### src/design/dacuc_cfg.svh
`ifndef DACUC_CFG_SVH
`define DACUC_CFG_SVH

// ----------------------------------------
// register indices (byte address = 4 x index)
// ----------------------------------------
`define DACUC_IDX_DAC    3'h1
`define DACUC_IDX_CTL    3'h2
`define DACUC_IDX_CLR    3'h3
`define DACUC_IDX_SWC    3'h4
`define DACUC_IDX_STAT   3'h5

// ----------------------------------------
// field positions
// ----------------------------------------
`define DACUC_SWC_LOAD   0
`define DACUC_SWC_CLEAR  1
`define DACUC_SWC_RESET  2
`define DACUC_CTL_FB     1
`define DACUC_CTL_CLAMP  2
`define DACUC_CTL_TRI    3
`define DACUC_CTL_FMT    4
`define DACUC_FRM_RW     23
`define DACUC_FRM_AHI    22
`define DACUC_FRM_ALO    20

// ----------------------------------------
// reset values and counts
// ----------------------------------------
`define DACUC_DAC_RST    20'h80000
`define DACUC_CLR_RST    20'h00000
`define DACUC_FRM_LEN    5'h18
`define DACUC_PIN_RST    5'h1f
`define DACUC_RESP_OKAY  2'h0
`define DACUC_RESP_SLV   2'h2

`endif

### src/design/dacuc_pkg.sv
package dacuc_pkg;

  typedef logic [19:0] dacuc_code_t;
  typedef logic [31:0] dacuc_word_t;

  // output state seen by the converter stage
  typedef enum logic [1:0] {OST_NORMAL, OST_TRI, OST_CLAMP} dacuc_ostate_e;

  // whole state of the control block
  typedef struct packed {
    logic          awready;
    logic          wready;
    logic          arready;
    logic          bvalid;
    logic          rvalid;
    logic [1:0]    bresp;
    logic [1:0]    rresp;
    dacuc_word_t   rdata;
    logic          aw_got;
    logic          aw_ok;
    logic [2:0]    aw_idx;
    logic          w_got;
    dacuc_code_t   wdata;
    logic [2:0]    wstrb;
    logic          sclk_d;
    logic          frm_d;
    logic [4:0]    cnt;
    logic [23:0]   sh;
    logic          ld_d;
    logic          clr_d;
    dacuc_code_t   dac_in;
    dacuc_code_t   dac_reg;
    dacuc_code_t   clr_val;
    logic          fb_sel;
    logic          clamp;
    logic          tri_st;
    logic          fmt;
    dacuc_code_t   code_out;
    logic          out_tri;
    logic          out_clamp;
    dacuc_ostate_e ostate;
  } dacuc_state_s;

endpackage

### src/design/dacuc_sync.sv
`timescale 1ns/1ps
`default_nettype none

module dacuc_sync
#(
  parameter int             W       = 5,
  parameter logic [W-1:0]   RST_VAL = '1
)
(
  input  wire logic         aclk,
  input  wire logic         aresetn,
  input  wire logic [W-1:0] d,
  output logic      [W-1:0] q
);

  if (W < 1)
  begin : g_bad_w
    $error("dacuc_sync: W must be at least 1");
  end

  typedef struct packed {
    logic [W-1:0] s1;
    logic [W-1:0] s2;
  } dacuc_sync_s;

  dacuc_sync_s s_r;
  dacuc_sync_s s_nxt;

  // ----------------------------------------
  // two-stage pin synchroniser
  // ----------------------------------------
  always_comb
  begin
    s_nxt    = s_r;
    s_nxt.s1 = d;
    s_nxt.s2 = s_r.s1;
  end

  always_ff @(posedge aclk)
  begin
    if (!aresetn)
    begin
      s_r <= {RST_VAL, RST_VAL};
    end
    else
    begin
      s_r <= s_nxt;
    end
  end

  assign q = s_r.s2;

endmodule // dacuc_sync

`default_nettype wire

### src/design/dacuc_top.sv
// What this block does
// - control bits act like pulsing pins low
// - load bit moves pending value to DAC
// - clear bit copies clear value to DAC
// - output code follows selected register coding
// - reset bit restores device power-on state
// - clear ignored while load pin low
// - load ignored while clear pin low
// - power-on: defaults, tristate, output clamped
// - hold clamp until control register written
// - unclamped output starts at negative reference
// - decode tristate and clamp into output state
// - clamp forces tristate whatever tristate bit
// - coding select resets to twos complement
//
// The AXI4-Lite register port is this design's own decision.
`timescale 1ns/1ps
`default_nettype none
`include "dacuc_cfg.svh"

module dacuc_top
#(
  parameter int ADDR_W = 8
)
(
  input  wire logic              aclk,
  input  wire logic              aresetn,
  input  wire logic [ADDR_W-1:0] s_axi_awaddr,
  input  wire logic              s_axi_awvalid,
  output logic                   s_axi_awready,
  input  wire dacuc_pkg::dacuc_word_t s_axi_wdata,
  input  wire logic [3:0]        s_axi_wstrb,
  input  wire logic              s_axi_wvalid,
  output logic                   s_axi_wready,
  output logic [1:0]             s_axi_bresp,
  output logic                   s_axi_bvalid,
  input  wire logic              s_axi_bready,
  input  wire logic [ADDR_W-1:0] s_axi_araddr,
  input  wire logic              s_axi_arvalid,
  output logic                   s_axi_arready,
  output dacuc_pkg::dacuc_word_t s_axi_rdata,
  output logic [1:0]             s_axi_rresp,
  output logic                   s_axi_rvalid,
  input  wire logic              s_axi_rready,
  input  wire logic              link_sclk,
  input  wire logic              link_frame_n,
  input  wire logic              link_sdin,
  input  wire logic              load_strobe_n,
  input  wire logic              clear_strobe_n,
  output dacuc_pkg::dacuc_code_t dac_code,
  output logic                   output_tristate,
  output logic                   output_clamp,
  output logic                   feedback_resistor_select,
  output dacuc_pkg::dacuc_ostate_e output_state
);
  import dacuc_pkg::*;

  // ----------------------------------------
  // elaboration checks
  // ----------------------------------------
  if (ADDR_W < 5 || ADDR_W > 32)
  begin : g_bad_addr_w
    $error("dacuc_top: ADDR_W must lie in 5..32");
  end

  dacuc_state_s s_r;
  dacuc_state_s s_nxt;

  logic [4:0] pin_q;
  logic       sclk_q;
  logic       frm_q;
  logic       sdin_q;
  logic       ld_q;
  logic       clr_q;

  // ----------------------------------------
  // pin synchronisers
  // ----------------------------------------
  dacuc_sync
  #(
    .W       (5),
    .RST_VAL (`DACUC_PIN_RST)
  )
  u_sync
  (
    .aclk    (aclk),
    .aresetn (aresetn),
    .d       ({link_sclk, link_frame_n, link_sdin,
               load_strobe_n, clear_strobe_n}),
    .q       (pin_q)
  );

  assign sclk_q = pin_q[4];
  assign frm_q  = pin_q[3];
  assign sdin_q = pin_q[2];
  assign ld_q   = pin_q[1];
  assign clr_q  = pin_q[0];

  // ----------------------------------------
  // helper functions
  // ----------------------------------------
  // bus address to {valid, register index}
  function automatic logic [3:0] addr_dec(input logic [ADDR_W-1:0] a);
    logic [2:0] idx;
    logic       ok;
    idx = a[4:2];
    ok  = (a[1:0] == 2'h0) && ((a >> 5) == '0) &&
          (idx >= `DACUC_IDX_DAC) && (idx <= `DACUC_IDX_STAT);
    return {ok, idx};
  endfunction

  // device part of the power-on state
  function automatic dacuc_state_s dev_por(input dacuc_state_s x);
    dacuc_state_s y;
    y         = x;
    y.dac_in  = `DACUC_DAC_RST;
    y.dac_reg = `DACUC_DAC_RST; // reads as negative reference
    y.clr_val = `DACUC_CLR_RST;
    y.fb_sel  = 1'b1;
    y.clamp   = 1'b1;          // clamped and tristated
    y.tri_st  = 1'b1;
    y.fmt     = 1'b0;          // twos complement
    return y;
  endfunction

  // byte lanes to a 20-bit mask
  function automatic dacuc_code_t lane_mask(input logic [2:0] st);
    return {{4{st[2]}}, {8{st[1]}}, {8{st[0]}}};
  endfunction

  // register write into a state copy, masked per lane
  function automatic dacuc_state_s reg_wr(input dacuc_state_s x, input logic [2:0] idx,
                                          input dacuc_code_t d, input dacuc_code_t m);
    dacuc_state_s y;
    y = x;
    case (idx)
      `DACUC_IDX_DAC: y.dac_in  = (x.dac_in & ~m) | (d & m);  // pending until a load
      `DACUC_IDX_CLR: y.clr_val = (x.clr_val & ~m) | (d & m);
      `DACUC_IDX_CTL:
      begin
        if (m[0])
        begin
          y.fb_sel = d[`DACUC_CTL_FB];
          y.clamp  = d[`DACUC_CTL_CLAMP]; // only way out of the clamp
          y.tri_st = d[`DACUC_CTL_TRI];
          y.fmt    = d[`DACUC_CTL_FMT];
        end
      end
      default: y = x;
    endcase
    return y;
  endfunction

  // strobe bits of a write, zero for other registers
  function automatic logic [2:0] swc_dec(input logic [2:0] idx, input dacuc_code_t d,
                                         input dacuc_code_t m);
    logic [2:0] b;
    b = 3'h0;
    if (idx == `DACUC_IDX_SWC)
    begin
      b = d[2:0] & m[2:0];
    end
    return b;
  endfunction

  // converter view of the stored state
  function automatic dacuc_state_s out_dec(input dacuc_state_s x);
    dacuc_state_s y;
    y           = x;
    y.out_clamp = x.clamp;
    y.out_tri   = x.clamp || x.tri_st; // clamp overrules tristate
    y.ostate    = x.clamp ? OST_CLAMP : (x.tri_st ? OST_TRI : OST_NORMAL);
    // offset binary passes, twos complement flips the sign bit
    y.code_out  = x.fmt ? x.dac_reg : {~x.dac_reg[19], x.dac_reg[18:0]};
    return y;
  endfunction

  // whole reset state: bus idle, pins idle high, device at power-on
  function automatic dacuc_state_s rst_state();
    dacuc_state_s y;
    y        = '0;
    y.sclk_d = 1'b1;
    y.frm_d  = 1'b1;
    y.ld_d   = 1'b1;
    y.clr_d  = 1'b1;
    y        = dev_por(y);
    return out_dec(y);
  endfunction

  localparam dacuc_state_s ST_RST = rst_state();

  // ----------------------------------------
  // next-state logic
  // ----------------------------------------
  always_comb
  begin
    logic        ld_fall;
    logic        clr_fall;
    logic        sclk_fall;
    logic        frm_fall;
    logic        frm_rise;
    logic        ser_wr;
    logic        axi_wr;
    logic        wr_en;
    logic [2:0]  wr_idx;
    dacuc_code_t wr_d;
    dacuc_code_t wr_m;
    logic [2:0]  swc;
    logic        ld_ev;
    logic        clr_ev;
    logic [3:0]  wdec;
    logic [3:0]  rdec;
    dacuc_word_t rd;

    // pin edges against the previous sample
    s_nxt     = s_r;
    ld_fall   = s_r.ld_d && !ld_q;
    clr_fall  = s_r.clr_d && !clr_q;
    sclk_fall = s_r.sclk_d && !sclk_q;
    frm_fall  = s_r.frm_d && !frm_q;
    frm_rise  = !s_r.frm_d && frm_q;
    // a complete write frame ends on the frame edge
    ser_wr    = frm_rise && (s_r.cnt == `DACUC_FRM_LEN) && !s_r.sh[`DACUC_FRM_RW];
    axi_wr    = s_r.aw_got && s_r.w_got && !s_r.bvalid;
    wr_en     = axi_wr && s_r.aw_ok;
    wr_idx    = s_r.aw_idx;
    wr_d      = s_r.wdata;
    wr_m      = lane_mask(s_r.wstrb);
    // strobe bits from either access path
    swc       = (wr_en ? swc_dec(wr_idx, wr_d, wr_m) : 3'h0) |
                (ser_wr ? swc_dec(s_r.sh[`DACUC_FRM_AHI:`DACUC_FRM_ALO], s_r.sh[19:0], '1)
                        : 3'h0);
    ld_ev     = (swc[`DACUC_SWC_LOAD] || ld_fall) && clr_q;
    clr_ev    = (swc[`DACUC_SWC_CLEAR] || clr_fall) && ld_q;
    wdec      = addr_dec(s_axi_awaddr);
    rdec      = addr_dec(s_axi_araddr);
    rd        = '0;

    // edge detector history
    s_nxt.ld_d   = ld_q;
    s_nxt.clr_d  = clr_q;
    s_nxt.sclk_d = sclk_q;
    s_nxt.frm_d  = frm_q;

    // serial shifter, msb first on falling link clock
    if (frm_fall)
    begin
      s_nxt.cnt = 5'h00;
      s_nxt.sh  = 24'h000000;
    end
    else if (!frm_q && sclk_fall && (s_r.cnt != `DACUC_FRM_LEN))
    begin
      s_nxt.cnt = s_r.cnt + 5'h01;
      s_nxt.sh  = {s_r.sh[22:0], sdin_q};
    end
    if (ser_wr)
    begin
      s_nxt = reg_wr(s_nxt, s_r.sh[`DACUC_FRM_AHI:`DACUC_FRM_ALO], s_r.sh[19:0], '1);
    end

    // write address and data, taken in either order
    if (s_axi_awvalid && s_r.awready)
    begin
      s_nxt.aw_got = 1'b1;
      s_nxt.aw_ok  = wdec[3];
      s_nxt.aw_idx = wdec[2:0];
    end
    if (s_axi_wvalid && s_r.wready)
    begin
      s_nxt.w_got = 1'b1;
      s_nxt.wdata = s_axi_wdata[19:0];
      s_nxt.wstrb = s_axi_wstrb[2:0];
    end
    // both halves in hand: store and answer
    if (axi_wr)
    begin
      if (wr_en)
      begin
        s_nxt = reg_wr(s_nxt, wr_idx, wr_d, wr_m);
      end
      s_nxt.aw_got = 1'b0;
      s_nxt.w_got  = 1'b0;
      s_nxt.bvalid = 1'b1;
      s_nxt.bresp  = s_r.aw_ok ? `DACUC_RESP_OKAY : `DACUC_RESP_SLV;
    end
    else if (s_r.bvalid && s_axi_bready)
    begin
      s_nxt.bvalid = 1'b0;
    end

    // read decode; the strobe register reads as zero
    case (rdec[2:0])
      `DACUC_IDX_DAC:  rd = {12'h000, s_r.dac_reg};
      `DACUC_IDX_CTL:  rd = {27'h0000000, s_r.fmt, s_r.tri_st, s_r.clamp, s_r.fb_sel, 1'b0};
      `DACUC_IDX_CLR:  rd = {12'h000, s_r.clr_val};
      `DACUC_IDX_STAT: rd = {30'h00000000, s_r.ostate};
      default:         rd = '0;
    endcase
    if (s_axi_arvalid && s_r.arready)
    begin
      s_nxt.rvalid = 1'b1;
      s_nxt.rdata  = rdec[3] ? rd : '0;
      s_nxt.rresp  = rdec[3] ? `DACUC_RESP_OKAY : `DACUC_RESP_SLV;
    end
    else if (s_r.rvalid && s_axi_rready)
    begin
      s_nxt.rvalid = 1'b0;
    end

    // strobes into the DAC register; clear wins a tie
    if (ld_ev)
    begin
      s_nxt.dac_reg = s_nxt.dac_in;
    end
    if (clr_ev)
    begin
      s_nxt.dac_reg = s_nxt.clr_val;
    end
    // software reset leaves the bus answer running
    if (swc[`DACUC_SWC_RESET])
    begin
      s_nxt = dev_por(s_nxt);
    end

    // ready follows what is still held
    s_nxt.awready = !s_nxt.aw_got && !s_nxt.bvalid;
    s_nxt.wready  = !s_nxt.w_got && !s_nxt.bvalid;
    s_nxt.arready = !s_nxt.rvalid;
    s_nxt         = out_dec(s_nxt);
  end

  always_ff @(posedge aclk)
  begin
    if (!aresetn)
    begin
      s_r <= ST_RST; // power-on state
    end
    else
    begin
      s_r <= s_nxt;
    end
  end


  // ----------------------------------------
  // outputs straight from the state register
  // ----------------------------------------
  assign s_axi_awready            = s_r.awready;
  assign s_axi_wready             = s_r.wready;
  assign s_axi_bresp              = s_r.bresp;
  assign s_axi_bvalid             = s_r.bvalid;
  assign s_axi_arready            = s_r.arready;
  assign s_axi_rdata              = s_r.rdata;
  assign s_axi_rresp              = s_r.rresp;
  assign s_axi_rvalid             = s_r.rvalid;
  assign dac_code                 = s_r.code_out;
  assign output_tristate          = s_r.out_tri;
  assign output_clamp             = s_r.out_clamp;
  assign feedback_resistor_select = s_r.fb_sel;
  assign output_state             = s_r.ostate;

endmodule // dacuc_top

`default_nettype wire

### config.mk
export PLATFORM = sky130hd
export DESIGN_NAME = dacuc_top
export DESIGN_NICKNAME = d
export VERILOG_FILES = /design/src/design/dacuc_pkg.sv /design/src/design/dacuc_sync.sv /design/src/design/dacuc_top.sv
export VERILOG_INCLUDE_DIRS = /design/src /design/src/design
export SDC_FILE = /design/constraint.sdc
export NUM_CORES = 1
export LEC_CHECK = 0
export BUFFER_PORTS_ARGS = -buffer_cell sky130_fd_sc_hd__buf_2
export CORE_MARGIN = 5
export CORE_UTILIZATION = 30
export CTS_CLUSTER_DIAMETER = 50
export CTS_CLUSTER_SIZE = 24
export DETAILED_ROUTE_END_ITERATION = 16
export SLEW_MARGIN = 10
export SYNTH_ARGS = -nofsm -noshare
export SYNTH_HDL_FRONTEND = slang
export SYNTH_SLANG_ARGS = --single-unit
### constraint.sdc
create_clock -name aclk -period 2.5 [get_ports aclk]
set_clock_uncertainty 0.15 [all_clocks]
set_input_delay 0.125 -clock aclk [delete_from_list [all_inputs] [get_ports aclk]]
set_output_delay 0.125 -clock aclk [all_outputs]
set_load 0.02 [all_outputs]
== Yosys cells after proc, flatten, opt, wreduce, memory -nomap -nowiden ==
Cells that the tools add are included.

* $add $sub $neg: 1
* Magnitude comparators: 4
* Equality and inequality tests: 14
* Muxes and demuxes: 32
* Bitwise operators: 10
* Reductions and logical operators: 47

{| class="wikitable"
|+ Operators with widths
! operator !! count
|-
| $mux 186 || 1
|-
| $mux 88 || 2
|-
| $mux 20 || 7
|-
| $pmux 20 s4 || 1
|-
| $mux 68 || 1
|-
| $and 20x20->20 || 3
|-
| $mux 29 || 2
|-
| $or 20x20->20 || 2
|-
| $mux 34 || 1
|-
| $mux 32 || 1
|-
| $logic_and 1x1->1 || 27
|-
| $mux 24 || 1
|-
| $not 20->20 || 1
|-
| $eq 3x2->1 const B || 6
|-
| $logic_not 8->1 || 2
|-
| $mux 3 || 4
|-
| $mux 4 || 3
|-
| $logic_not 1->1 || 11
|-
| $eq 3x1->1 const B || 3
|-
| $eq 3x3->1 const B || 3
|-
| $ge 3x1->1 const B || 2
|-
| $le 3x3->1 const B || 2
|-
| $add 5x1->5 const B || 1
|-
| $eq 5x5->1 const B || 1
|-
| other kinds (10) || 20
|}

* Flip-flop bits (word level): 200
* Input bits: 64
* Output and inout bits: 66

== Logic depth before layout (Yosys ltp) ==
Gate-level depths: netlist of the first run.

* Depth after elaboration: 15
* Gate-level depth with buffers: 10
* Depth with buffers taken out: 8

== Modules after synthesis ==
From an unflattened synthesis of the first run, not the netlist that was laid out.

* Cells, all modules: 850
* Area, all modules: 7412.1 um2

{| class="wikitable"
|+ By module, submodules not included
! module !! instances !! cells each !! area each (um2) !! sequential area each (um2)
|-
| dacuc_top || 1 || 830 || 7149.4 || 3143.0
|-
| dacuc_sync || 1 || 20 || 262.8 || 200.2
|}

== Least setup slack after synthesis of the first run ==
No wires, ideal clock.

* Path kind: flip-flop to flip-flop
* Start point: register s_r[114] (netlist name)
* End point: register s_r, in the netlist dac_code[19]
* Setup time: 0.121 ns
* Data arrival time: 2.049 ns
* Setup slack: 0.180 ns
* Stages on the path, launching flop included: 10
* Buffers on the path: 1
* Path through: dfxtp_1 > inv_1 > ha_1 > nand4b_1 > nor3_2 > a311oi_1 > clkbuf_1 > a31oi_1 > o2bb2ai_1 > mux2_4

* Word-level cells in the longest chain between the ends: 14

{| class="wikitable"
|+ RTL lines
! what !! RTL line !! text
|-
| from (decl) || dacuc_top.sv:66 || <nowiki>dacuc_state_s s_r;</nowiki>
|-
| from (signal assigned) || dacuc_top.sv:340 || <nowiki>s_r <= s_nxt;</nowiki>
|-
| $eq 5x5->1 (no source line) * || n/a ||
|-
| $logic_and 1x1->1 * (2 in a row) || dacuc_top.sv:223 || <nowiki>ser_wr = frm_rise && (s_r.cnt == `DACUC_FRM_LEN) && !s_r.sh[`DACUC_FRM_RW];</nowiki>
|-
| $mux 88 || dacuc_top.sv:256 || <nowiki>if (ser_wr)</nowiki>
|-
| $and 20x20->20 || dacuc_top.sv:137 || <nowiki>`DACUC_IDX_DAC: y.dac_in = (x.dac_in & ~m) | (d & m);</nowiki>
|-
| $or 20x20->20 || dacuc_top.sv:137 ||
|-
| $mux 20 || dacuc_top.sv:136 || <nowiki>case (idx)</nowiki>
|-
| $mux 88 || dacuc_top.sv:277 || <nowiki>if (wr_en)</nowiki>
|-
| $mux 186 || dacuc_top.sv:275 || <nowiki>if (axi_wr)</nowiki>
|-
| $mux 20 || dacuc_top.sv:311 || <nowiki>if (ld_ev)</nowiki>
|-
| $mux 20 || dacuc_top.sv:315 || <nowiki>if (clr_ev)</nowiki>
|-
| $mux 68 * || dacuc_top.sv:320 || <nowiki>if (swc[`DACUC_SWC_RESET])</nowiki>
|-
| $not 1->1 || dacuc_top.sv:174 || <nowiki>y.code_out = x.fmt ? x.dac_reg : {~x.dac_reg[19], x.dac_reg[18:0]};</nowiki>
|-
| $mux 20 * || dacuc_top.sv:174 ||
|}

Mark *: on every way between the ends. The rest lies on a longest branch, timed or not.
A chain may end at the register's enable or synchronous reset.

== Worst setup path in the final report of the first run ==
* Start point: register s_r[115] (netlist name)
* End point: register s_r[54] (netlist name)

* Word-level cells in the longest chain between the ends: 12

{| class="wikitable"
|+ RTL lines
! what !! RTL line
|-
| $eq 5x5->1 (no source line) * || n/a
|-
| $logic_and 1x1->1 * (2 in a row) || dacuc_top.sv:223
|-
| $mux 88 || dacuc_top.sv:256
|-
| $and 20x20->20 || dacuc_top.sv:137
|-
| $or 20x20->20 || dacuc_top.sv:137
|-
| $mux 20 || dacuc_top.sv:136
|-
| $mux 88 || dacuc_top.sv:277
|-
| $mux 186 || dacuc_top.sv:275
|-
| $mux 20 || dacuc_top.sv:311
|-
| $mux 20 || dacuc_top.sv:315
|-
| $mux 68 * || dacuc_top.sv:320
|}

Marks and branches as above.

==> results.toml, run 1 <==
[floorplan]
coreArea_um2 = 24300
die_area_um2 = 28000
fp-row-count = 57
die_h_um = 167
die_x_um = 167
io_pins = 130
initial_core_util = 0.305

[sta]
hold_viol_final = 0
finalMaxSlewViolations = 0
fin_crit_sh = 0.954
setup_viol = 0
period_needed_ns = 2.39
worstMarginPinSlew_ns = 0.826
slew_headroom = 0.448
fmax_mhz = 419

[logic_synthesis]
yosys_warnings = 0
synth_area_um2 = 7420
ys_seq_area_frac = 0.451
synthFlopType = "dfxtp_1"
synth_top_family_by_area = "simple AND/OR/NAND/NOR gates"
synth_top_cell_area_share = 0.451
ys_seq_elements = 167
synth_common_cells = "dfxtp_1, nand2_1, a21oi_1"
synth-compound-area-share = 0.139
synthMuxAreaShare = 0.0907
synth_fa_ha_area_frac = 0.00337
ys_async_sr_fraction = 0
synth_cell_types = 53
netlist.top_cell.by_area = "dfxtp_1"
yosys-top-cells-area = "dfxtp_1, mux2i_1, nand2_1"
netlist_instances = 875
synth_edf_count = 0
avgSynthCellArea_um2 = 8.48
yosysMostFrequentCell = "dfxtp_1"
yosys.area_share.simple = 0.213
synth-xor-area-share = 0.00472

[grt]
grt_max_degree = 54
grt_pass1_vias = 5777
antenna_found_initial = 0
grt_overflow = 0
grt_usage = 0.137
grt_pass1_wl_um = 31200

[final_layout]
nets = 1045
final_area_um2 = 9170
post-route-util = 0.377
antenna_cells = 0
area_delta_synth_final_pct = 23.5
drive_gt1_frac = 0.197

[cts]
clk_latency_ns = 0.42
cts_root_buf = "clkbuf_16"
clk_pin_slew_ns = 0.07
h-tree-depth = 4
clk_path_buf_depth = 2
clock-sinks = 167
cts_buffers = 17
cts_tree = "built"

[worst_setup_path]
worst-path-buf-inv = 3
startpoint_type = "register"
arrival_ns = 2.53
crit_fanout = 5
critPathSlowestCell = "nor4_4"
max_stage_delay_ns = 0.36
critical_path_class = "register to register"
crit_path_frequent_cell = "a211oi_2"
end_kind = "register"
critPathRequiredTime_ns = 2.65
path_cells = "inv_2 -> ha_4 -> nand4b_1 -> nor4_4 -> buf_6 -> clkbuf_16 -> mux2i_4 -> o21ai_2 -> a211oi_2 -> a211oi_2"
critical_path.top_delay_family = "simple AND/OR/NAND/NOR gates"

[power_and_ir_drop]
p_leak_nw = 3.73
peakVddDrop_mv = 0.301
power_w = 0.00573
power.density_nw_per_um2 = 625

[drt]
drt-vias-per-instance = 4.61
wl_per_cell_um = 14.6
num_vias = 6072
drt-initial-drc-count = 340
first_pass_iters = 5
drc_errors = 0
ant_nets = 0
wirelength_um = 19200

[min_path]
min_path_type = "input pin to register"

[placed_design]
place.gp.congestion = 0.798
dp_hpwl_um = 14000
io_buffers = 102
dpl_cell_area_um2 = 7990

[status]
outcome = "complete, no violations"

[run]
maxCapViolCount = 0
## timing repair
item                                    4_1_cts  5_1_grt
setup buffers                                 0        2
hold buffers                                 48        0
gates resized for setup                       0       24
endpoints found under the hold margin        50        0
endpoints found under the setup margin        0       23
## flip-flops by register name (all words and copies together), names as in the netlist
signal                    flops
dac_code                      1
feedback_resistor_select      1
output_clamp                  1
output_state                  2
output_tristate               1
s_axi_arready                 1
s_axi_awready                 1
s_axi_bresp                   1
s_axi_bvalid                  1
s_axi_rdata                  20
s_axi_rresp                   1
s_axi_rvalid                  1
s_axi_wready                  1
s_r                         124
u_sync.q                      5
u_sync.s_nxt                  5
## cells in the final DEF (no fill, tap or decap), types with 3 or more instances in the layout
cell / count
a211oi_1: 39
a21oi_1: 80
a22oi_1: 4
and2_1: 41
buf_12: 4
buf_2: 102
buf_4: 26
clkbuf_16: 18
clkinv_4: 4
clkinvlp_4: 4
conb_1: 14
dfxtp_1: 165
dlygate4sd3_1: 48
inv_1: 9
inv_2: 3
mux2_2: 6
mux2i_1: 58
nand2_1: 149
nand2b_1: 19
nand3_1: 6
nand4_1: 5
nand4b_1: 3
nor2_1: 75
nor2b_1: 4
nor3_1: 7
nor4_2: 4
o21ai_0: 31
o21ai_1: 6
xor2_1: 3
## kinds of logic after synthesis
kind of cell    Yosys count
xor+xnor                  4
mux                      66
simple gates            337
other cells               1
buf+inv                 122
fa+ha+maj                 2
flops                   167
compound gates          176
## through the flow
stage                     cells  hold WS [ns]  setup TNS [ns]  setup slack [ns]
after floorplan             888        0.0480               0             0.180
after global placement     1233         0.161               0             0.140
after detailed placement   1233         0.163               0            0.0720
after CTS                  1313        0.0328               0            0.0248
after global routing       1316         0.112        -0.00585          -0.00585
final                      1316        0.0480               0             0.115
## tightest hold or removal path, stage by stage
cell	delay (ns)
buf_2	0.07
or3_1	0.13
a211oi_1	0.08
nor3_1	0.16
## per-layer routing
layer / global-route usage / vias up / share of wire
li1: - / 3111 / -
met2: 0.200 / 154 / 0.42
met4: 0.0452 / 0 / 0.012
met1: 0.203 / 2795 / 0.52
met5: 0 / - / 0
met3: 0.0259 / 12 / 0.044
## cell type report
| type | instances | area (µm²) |
|---|---|---|
| Multi-Input combinational cell | 599 | 3490 |
| Clock buffer | 19 | 453 |
| Inverter | 12 | 45.0 |
| Sequential cell | 167 | 3350 |
| Timing Repair Buffer | 182 | 1300 |
| Fill cell | 2494 | 15200 |
| Clock inverter | 13 | 123 |
| Tap cell | 324 | 405 |
## where the power goes
| part | internal [W] | switching [W] |
|---|---|---|
| clock | 0.00143 | 0.00111 |
| combinational | 0.000182 | 0.000237 |
| sequential | 0.00272 | 0.0000546 |
| total | 0.00433 | 0.00140 |
## path summary, 6_finish.rpt
check / slack, ns / depth (start not counted) / to / start
setup / recovery: 0.11 / 10 / s_r[54]$_SDFFE_PP0P_ / s_r[115]$_SDFFE_PP0P_
hold / removal: 0.05 / 4 / s_axi_rresp[1]$_SDFFE_PN0P_ / s_axi_araddr[7]
setup reg to reg: 0.11 / 10 / s_r[54]$_SDFFE_PP0P_ / s_r[115]$_SDFFE_PP0P_
hold reg to reg: 0.26 / 1 / u_sync.q[0]$_SDFF_PN1_ / u_sync.s_nxt[0]$_SDFF_PN1_
Power figures use the tool's default switching activity.
==> inputs of run 2 (changes only) <==
--- a/config.mk
+++ b/config.mk
@@ -7,7 +7,7 @@
 export NUM_CORES = 1
 export LEC_CHECK = 0
 export BUFFER_PORTS_ARGS = -buffer_cell sky130_fd_sc_hd__buf_2
-export CORE_MARGIN = 5
+export CORE_MARGIN = 2
 export CORE_UTILIZATION = 30
 export CTS_CLUSTER_DIAMETER = 50
 export CTS_CLUSTER_SIZE = 24
==> run 2 against run 1 <==
  * Utilization shrank 0.29 points
  * Maximum frequency grew 0.98%
  * First-iteration DRC count is 0.29% lower
  * Via count down 0.20%
  * Sequential share of layout area up 0.27 points
  * Final cell count decreased by 0.30%
  * Worst hold slack worse by 0.035 ns
  * Critical path type unchanged
  * Largest cell class unchanged
==> results.toml, run 2 (same netlist as run 1, synthesis figures left out) <==
[power_and_ir_drop]
p_sw_w = 0.00142
internal_power_w = 0.00453
peakVddDrop_mv = 0.367
p_leak_nw = 3.72
combPwrFrac = 0.070
sw_frac_of_total = 0.238
clock_power_share = 0.465
seqPwrFrac = 0.466
power.density_nw_per_um2 = 654
power_w = 0.00595

[sta]
rsz0062_at_grt = "false"
hold_viol_final = 0
tns_ns = 0
slew_headroom = 0.437
worstMarginPinSlew_ns = 0.842
setup_viol = 0
period_needed_ns = 2.36
hold_ws_ns = 0.0134
fmax_mhz = 423
finalMaxSlewViolations = 0
fin_crit_sh = 0.945

[worst_setup_path]
critical_path_class = "register to register"
end_kind = "register"
critPathSlowestCell = "or4_1"
critPathRequiredTime_ns = 2.67
path_cells = "nand3b_2 -> or4_1 -> nand3b_1 -> a31oi_1 -> o2bb2ai_1 -> mux2_4"
arrival_ns = 2.53
max_stage_delay_ns = 0.59
startpoint_type = "register"
crit_fanout = 9

[final_layout]
largest_reg_flops = 124
top_register = "s_r"
final_cell_mix = "dfxtp_1, nand2_1, buf_2, a21oi_1, nor2_1"
area_delta_synth_final_pct = 22.6
post-route-util = 0.374
seqCellArea_um2 = 3340
fin_cells = 1312
drive_gt1_frac = 0.187
fill_cells = 2551
multi_input_area_um2 = 3440
nets = 1041
antenna_cells = 0
final_common_cell = "dfxtp_1"

[floorplan]
io_pins = 130
die_h_um = 161
coreArea_um2 = 24300
die_area_um2 = 26000
initial_core_util = 0.305
die_x_um = 161
fp-row-count = 57

[cts]
clk_latency_ns = 0.43
cts_root_buf = "clkbuf_16"
h-tree-depth = 4
cts_tree = "built"
clock-sinks = 167
clk_pin_slew_ns = 0.07
clk_path_buf_depth = 2
cts_buffers = 17

[placed_design]
place.gp.congestion = 0.809
dp_cells = 1232
dp_hpwl_um = 13300
io_buffers = 102

[drt]
wirelength_um = 18900
drt-met1-wl_um = 9970
num_vias = 6060
ant_nets = 0
route.met2.wl_um = 7850
drt-vias-per-instance = 4.62
drt-initial-drc-count = 339
met3WireLength_um = 784
drc_errors = 0
wl_per_cell_um = 14.4
top_layer = "met4"
first_pass_iters = 4

[grt]
grt_pass1_vias = 5563
grt_usage = 0.149
grt_max_degree = 54
grt_overflow = 0
antenna_found_initial = 0
grt_pass1_wl_um = 30300

[run]
maxCapViolCount = 0

[min_path]
min_path_type = "input pin to register"

[status]
outcome = "complete, no violations"
-- run 2: area by class of cell --
type                    instances  share of cell area
clock buffers                  19              0.0498
clock inverters                13              0.0184
inverters                      12             0.00495
multi-input cells             599               0.378
flip-flops and latches        167               0.368
well taps                     324              0.0446
repair buffers                178               0.137
-- run 2: path summary, 6_finish.rpt --
path / slack (ns) / startpoint / depth (start not counted) / endpoint
setup / recovery: 0.14 / s_axi_bvalid$_SDFF_PN0_ / 6 / dac_code[19]$_SDFF_PN0_
hold / removal: 0.01 / s_axi_awvalid / 4 / s_r[147]$_SDFFE_PN0P_
setup reg to reg: 0.14 / s_axi_bvalid$_SDFF_PN0_ / 6 / dac_code[19]$_SDFF_PN0_
hold reg to reg: 0.26 / u_sync.s_nxt[3]$_SDFF_PN1_ / 1 / u_sync.q[3]$_SDFF_PN1_
-- run 2: per-layer routing --
metal | GRT usage | vias to the layer above
met5 | 0 | -
met4 | 0.0515 | 0
met3 | 0.0275 | 19
met2 | 0.220 | 145
met1 | 0.217 | 2794
li1 | - | 3102
-- run 2: timing repair --
action / in CTS / in global routing
resized for setup: 0 / 5
buffers inserted: 0 / 3
hold buffers: 45 / 0
endpoints found under the setup margin: 0 / 16
hold endpoints to repair: 48 / 0
-- run 2: power by group through the flow --
stage,sequential (W),clock [W],combinational [W]
6_report,0.00277,0.00276,0.000415
5_1_grt,0.00278,0.00292,0.000457
4_1_cts,0.00277,0.00283,0.000417
3_5_place_dp,0.00283,0,0.000365
3_3_place_gp,0.00283,0,0.000365
2_1_floorplan,0.00281,0,0.000267
-- run 2: critical path, delay by kind of cell, from the launching register on --
family             cells  cell delay, ns
AOI/OAI and AO/OA      2            0.33
DFF                    1            0.34
muxes                  1            0.32
and+or+nand+nor        3            1.10
-- run 2: through the flow --
stage,instance area (µm²),setup WS (ns)
floorplan,7470,0.180
global placement,7990,0.127
detailed placement,7990,0.0921
CTS,9060,0.0629
global route,9100,0.00362
finish,9100,0.138
==> inputs of run 3 (changes only) <==
--- a/config.mk
+++ b/config.mk
@@ -12,6 +12,7 @@
 export CTS_CLUSTER_DIAMETER = 50
 export CTS_CLUSTER_SIZE = 24
 export DETAILED_ROUTE_END_ITERATION = 16
+export PLACE_DENSITY_LB_ADDON = 0.12
 export SLEW_MARGIN = 10
 export SYNTH_ARGS = -nofsm -noshare
 export SYNTH_HDL_FRONTEND = slang
==> run 3 against run 2 <==
  * Critical path depth up 4
  * Sequential power about the same
  * Flip-flop and latch count unchanged
  * Register-to-register slack better by 0.02 ns
  * Largest power group unchanged
  * Final cell count up 1.4%
  * First-iteration DRC count up 18%
==> results.toml, run 3 (same netlist as run 1, synthesis figures left out) <==
[status]
outcome = "complete, no violations"

[grt]
gr-usage-met1 = 0.237
met3_usage = 0.0300
grt-busiest-layer = "met2"
grt_pass1_vias = 5668
grt_max_degree = 54
grt_pass1_wl_um = 32300
antenna_found_initial = 0
grtUsageMet2 = 0.237
grt_overflow = 0
grt_usage = 0.159

[floorplan]
die_x_um = 161
die_h_um = 161
die_area_um2 = 26000
fp-row-count = 57
coreArea_um2 = 24300
io_pins = 130
initial_core_util = 0.305

[sta]
slew_headroom = 0.578
worstMarginPinSlew_ns = 0.633
fmax_mhz = 427
setup_ws_ns = 0.156
fin_crit_sh = 0.938
finalMaxSlewViolations = 0
setup_viol = 0
hold_viol_final = 0
hold_ws_ns = 0.0450
period_needed_ns = 2.34

[worst_setup_path]
end_kind = "register"
startpoint_type = "register"
path_cells = "inv_1 -> ha_2 -> nand4b_1 -> buf_4 -> nor4_2 -> o31a_1 -> buf_4 -> buf_12 -> a211oi_1 -> a211oi_1"
max_stage_delay_ns = 0.31
crit_fanout = 38
critPathSlowestCell = "dfxtp_1"
rr_worst_depth = 10
arrival_ns = 2.53
critical_path.top_delay_family = "buffers and inverters"
crit_cells = 10
worst-path-buf-inv = 4
critPathRequiredTime_ns = 2.69
critical_path_class = "register to register"

[drt]
wl_per_cell_um = 15.3
ant_nets = 0
drt-vias-per-instance = 4.59
first_pass_iters = 4
drt-initial-drc-count = 401
drc_errors = 0
wirelength_um = 20400
num_vias = 6101

[cts]
clk_pin_slew_ns = 0.07
clock-sinks = 167
clk_path_buf_depth = 2
cts_tree = "built"
h-tree-depth = 4
cts_root_buf = "clkbuf_16"
clk_latency_ns = 0.42
cts_buffers = 17

[final_layout]
drive_gt1_frac = 0.208
final_cell_mix = "dfxtp_1, nand2_1, buf_2, a21oi_1, nor2_1"
final_common_cell = "dfxtp_1"
largest_reg_flops = 124
area_delta_synth_final_pct = 25.5
nets = 1058
top_register = "s_r"

[placed_design]
io_buffers = 102
dp_hpwl_um = 14400
place.gp.congestion = 0.742
pre_cts_ws_ns = -0.0479

[min_path]
min_path_type = "input pin to register"
hold_path_depth = 4

[power_and_ir_drop]
p_leak_nw = 3.83
power.density_nw_per_um2 = 632
peakVddDrop_mv = 0.333

[run]
maxCapViolCount = 0
run 3: cell type report:
cell class                 instances  area [µm²]
clock inverter                    14         163
tap                              324         405
multi-input combinational        599        3500
clock buffer                      18         439
inverter                          12        45.0
antenna                            1        2.50
sequential                       167        3340
fill                            2538       15000
timing repair buffer             195        1410
run 3: where the power goes:
part | switching, W | total, W | internal [W]
registers | 0.0000529 | 0.00277 | 0.00272
logic | 0.000244 | 0.000431 | 0.000187
clock network | 0.00116 | 0.00269 | 0.00153
total | 0.00146 | 0.00589 | 0.00443
run 3: per-stage QoR:
step / std cells / setup TNS, ns / power [W] / util / instance area (µm²)
2_1_floorplan: 888 / 0 / 0.00308 / - / 7470
3_3_place_gp: 1247 / -0.203 / 0.00320 / 0.333 / 8110
3_5_place_dp: 1247 / -0.213 / 0.00321 / 0.333 / 8110
4_1_cts: 1326 / 0 / 0.00596 / 0.379 / 9210
5_1_grt: 1329 / -0.0449 / 0.00614 / 0.383 / 9310
6_report: 1330 / 0 / 0.00589 / 0.383 / 9310
run 3: metal layers:
| layer | up-vias | wire [µm] |
|---|---|---|
| met2 | 134 | 8650 |
| li1 | 3145 | - |
| met4 | 0 | 189 |
| met3 | 12 | 880 |
| met5 | - | 0 |
| met1 | 2810 | 10700 |
run 3: worst paths after layout:
| kind | startpoint | end | slack, ns |
|---|---|---|---|
| hold reg to reg | u_sync.s_nxt[3]$_SDFF_PN1_ | u_sync.q[3]$_SDFF_PN1_ | 0.26 |
| setup / recovery | s_r[115]$_SDFFE_PP0P_ | s_r[60]$_SDFFE_PP0P_ | 0.16 |
| hold / removal | s_axi_araddr[4] | s_axi_rdata[0]$_SDFFE_PN0P_ | 0.04 |
| setup reg to reg | s_r[115]$_SDFFE_PP0P_ | s_r[60]$_SDFFE_PP0P_ | 0.16 |
run 3: worst register-to-register path, delay by kind of cell, from the launching register on:
kind                     cells  cell delay [ns]
buffers and inverters        4             0.65
AND/OR/NAND/NOR              2             0.51
AO/OA/AOI/OAI                3             0.48
flip-flops                   1             0.31
adder cells (fa/ha/maj)      1             0.17
run 3: timing repair:
item | CTS | global route
pin swaps | 0 | 11
gates cloned | 0 | 1
buffers inserted | 0 | 2
hold buffers | 47 | 0
endpoints found under the hold margin | 50 | 0
setup endpoints to repair | 17 | 22
resized for setup | 3 | 21
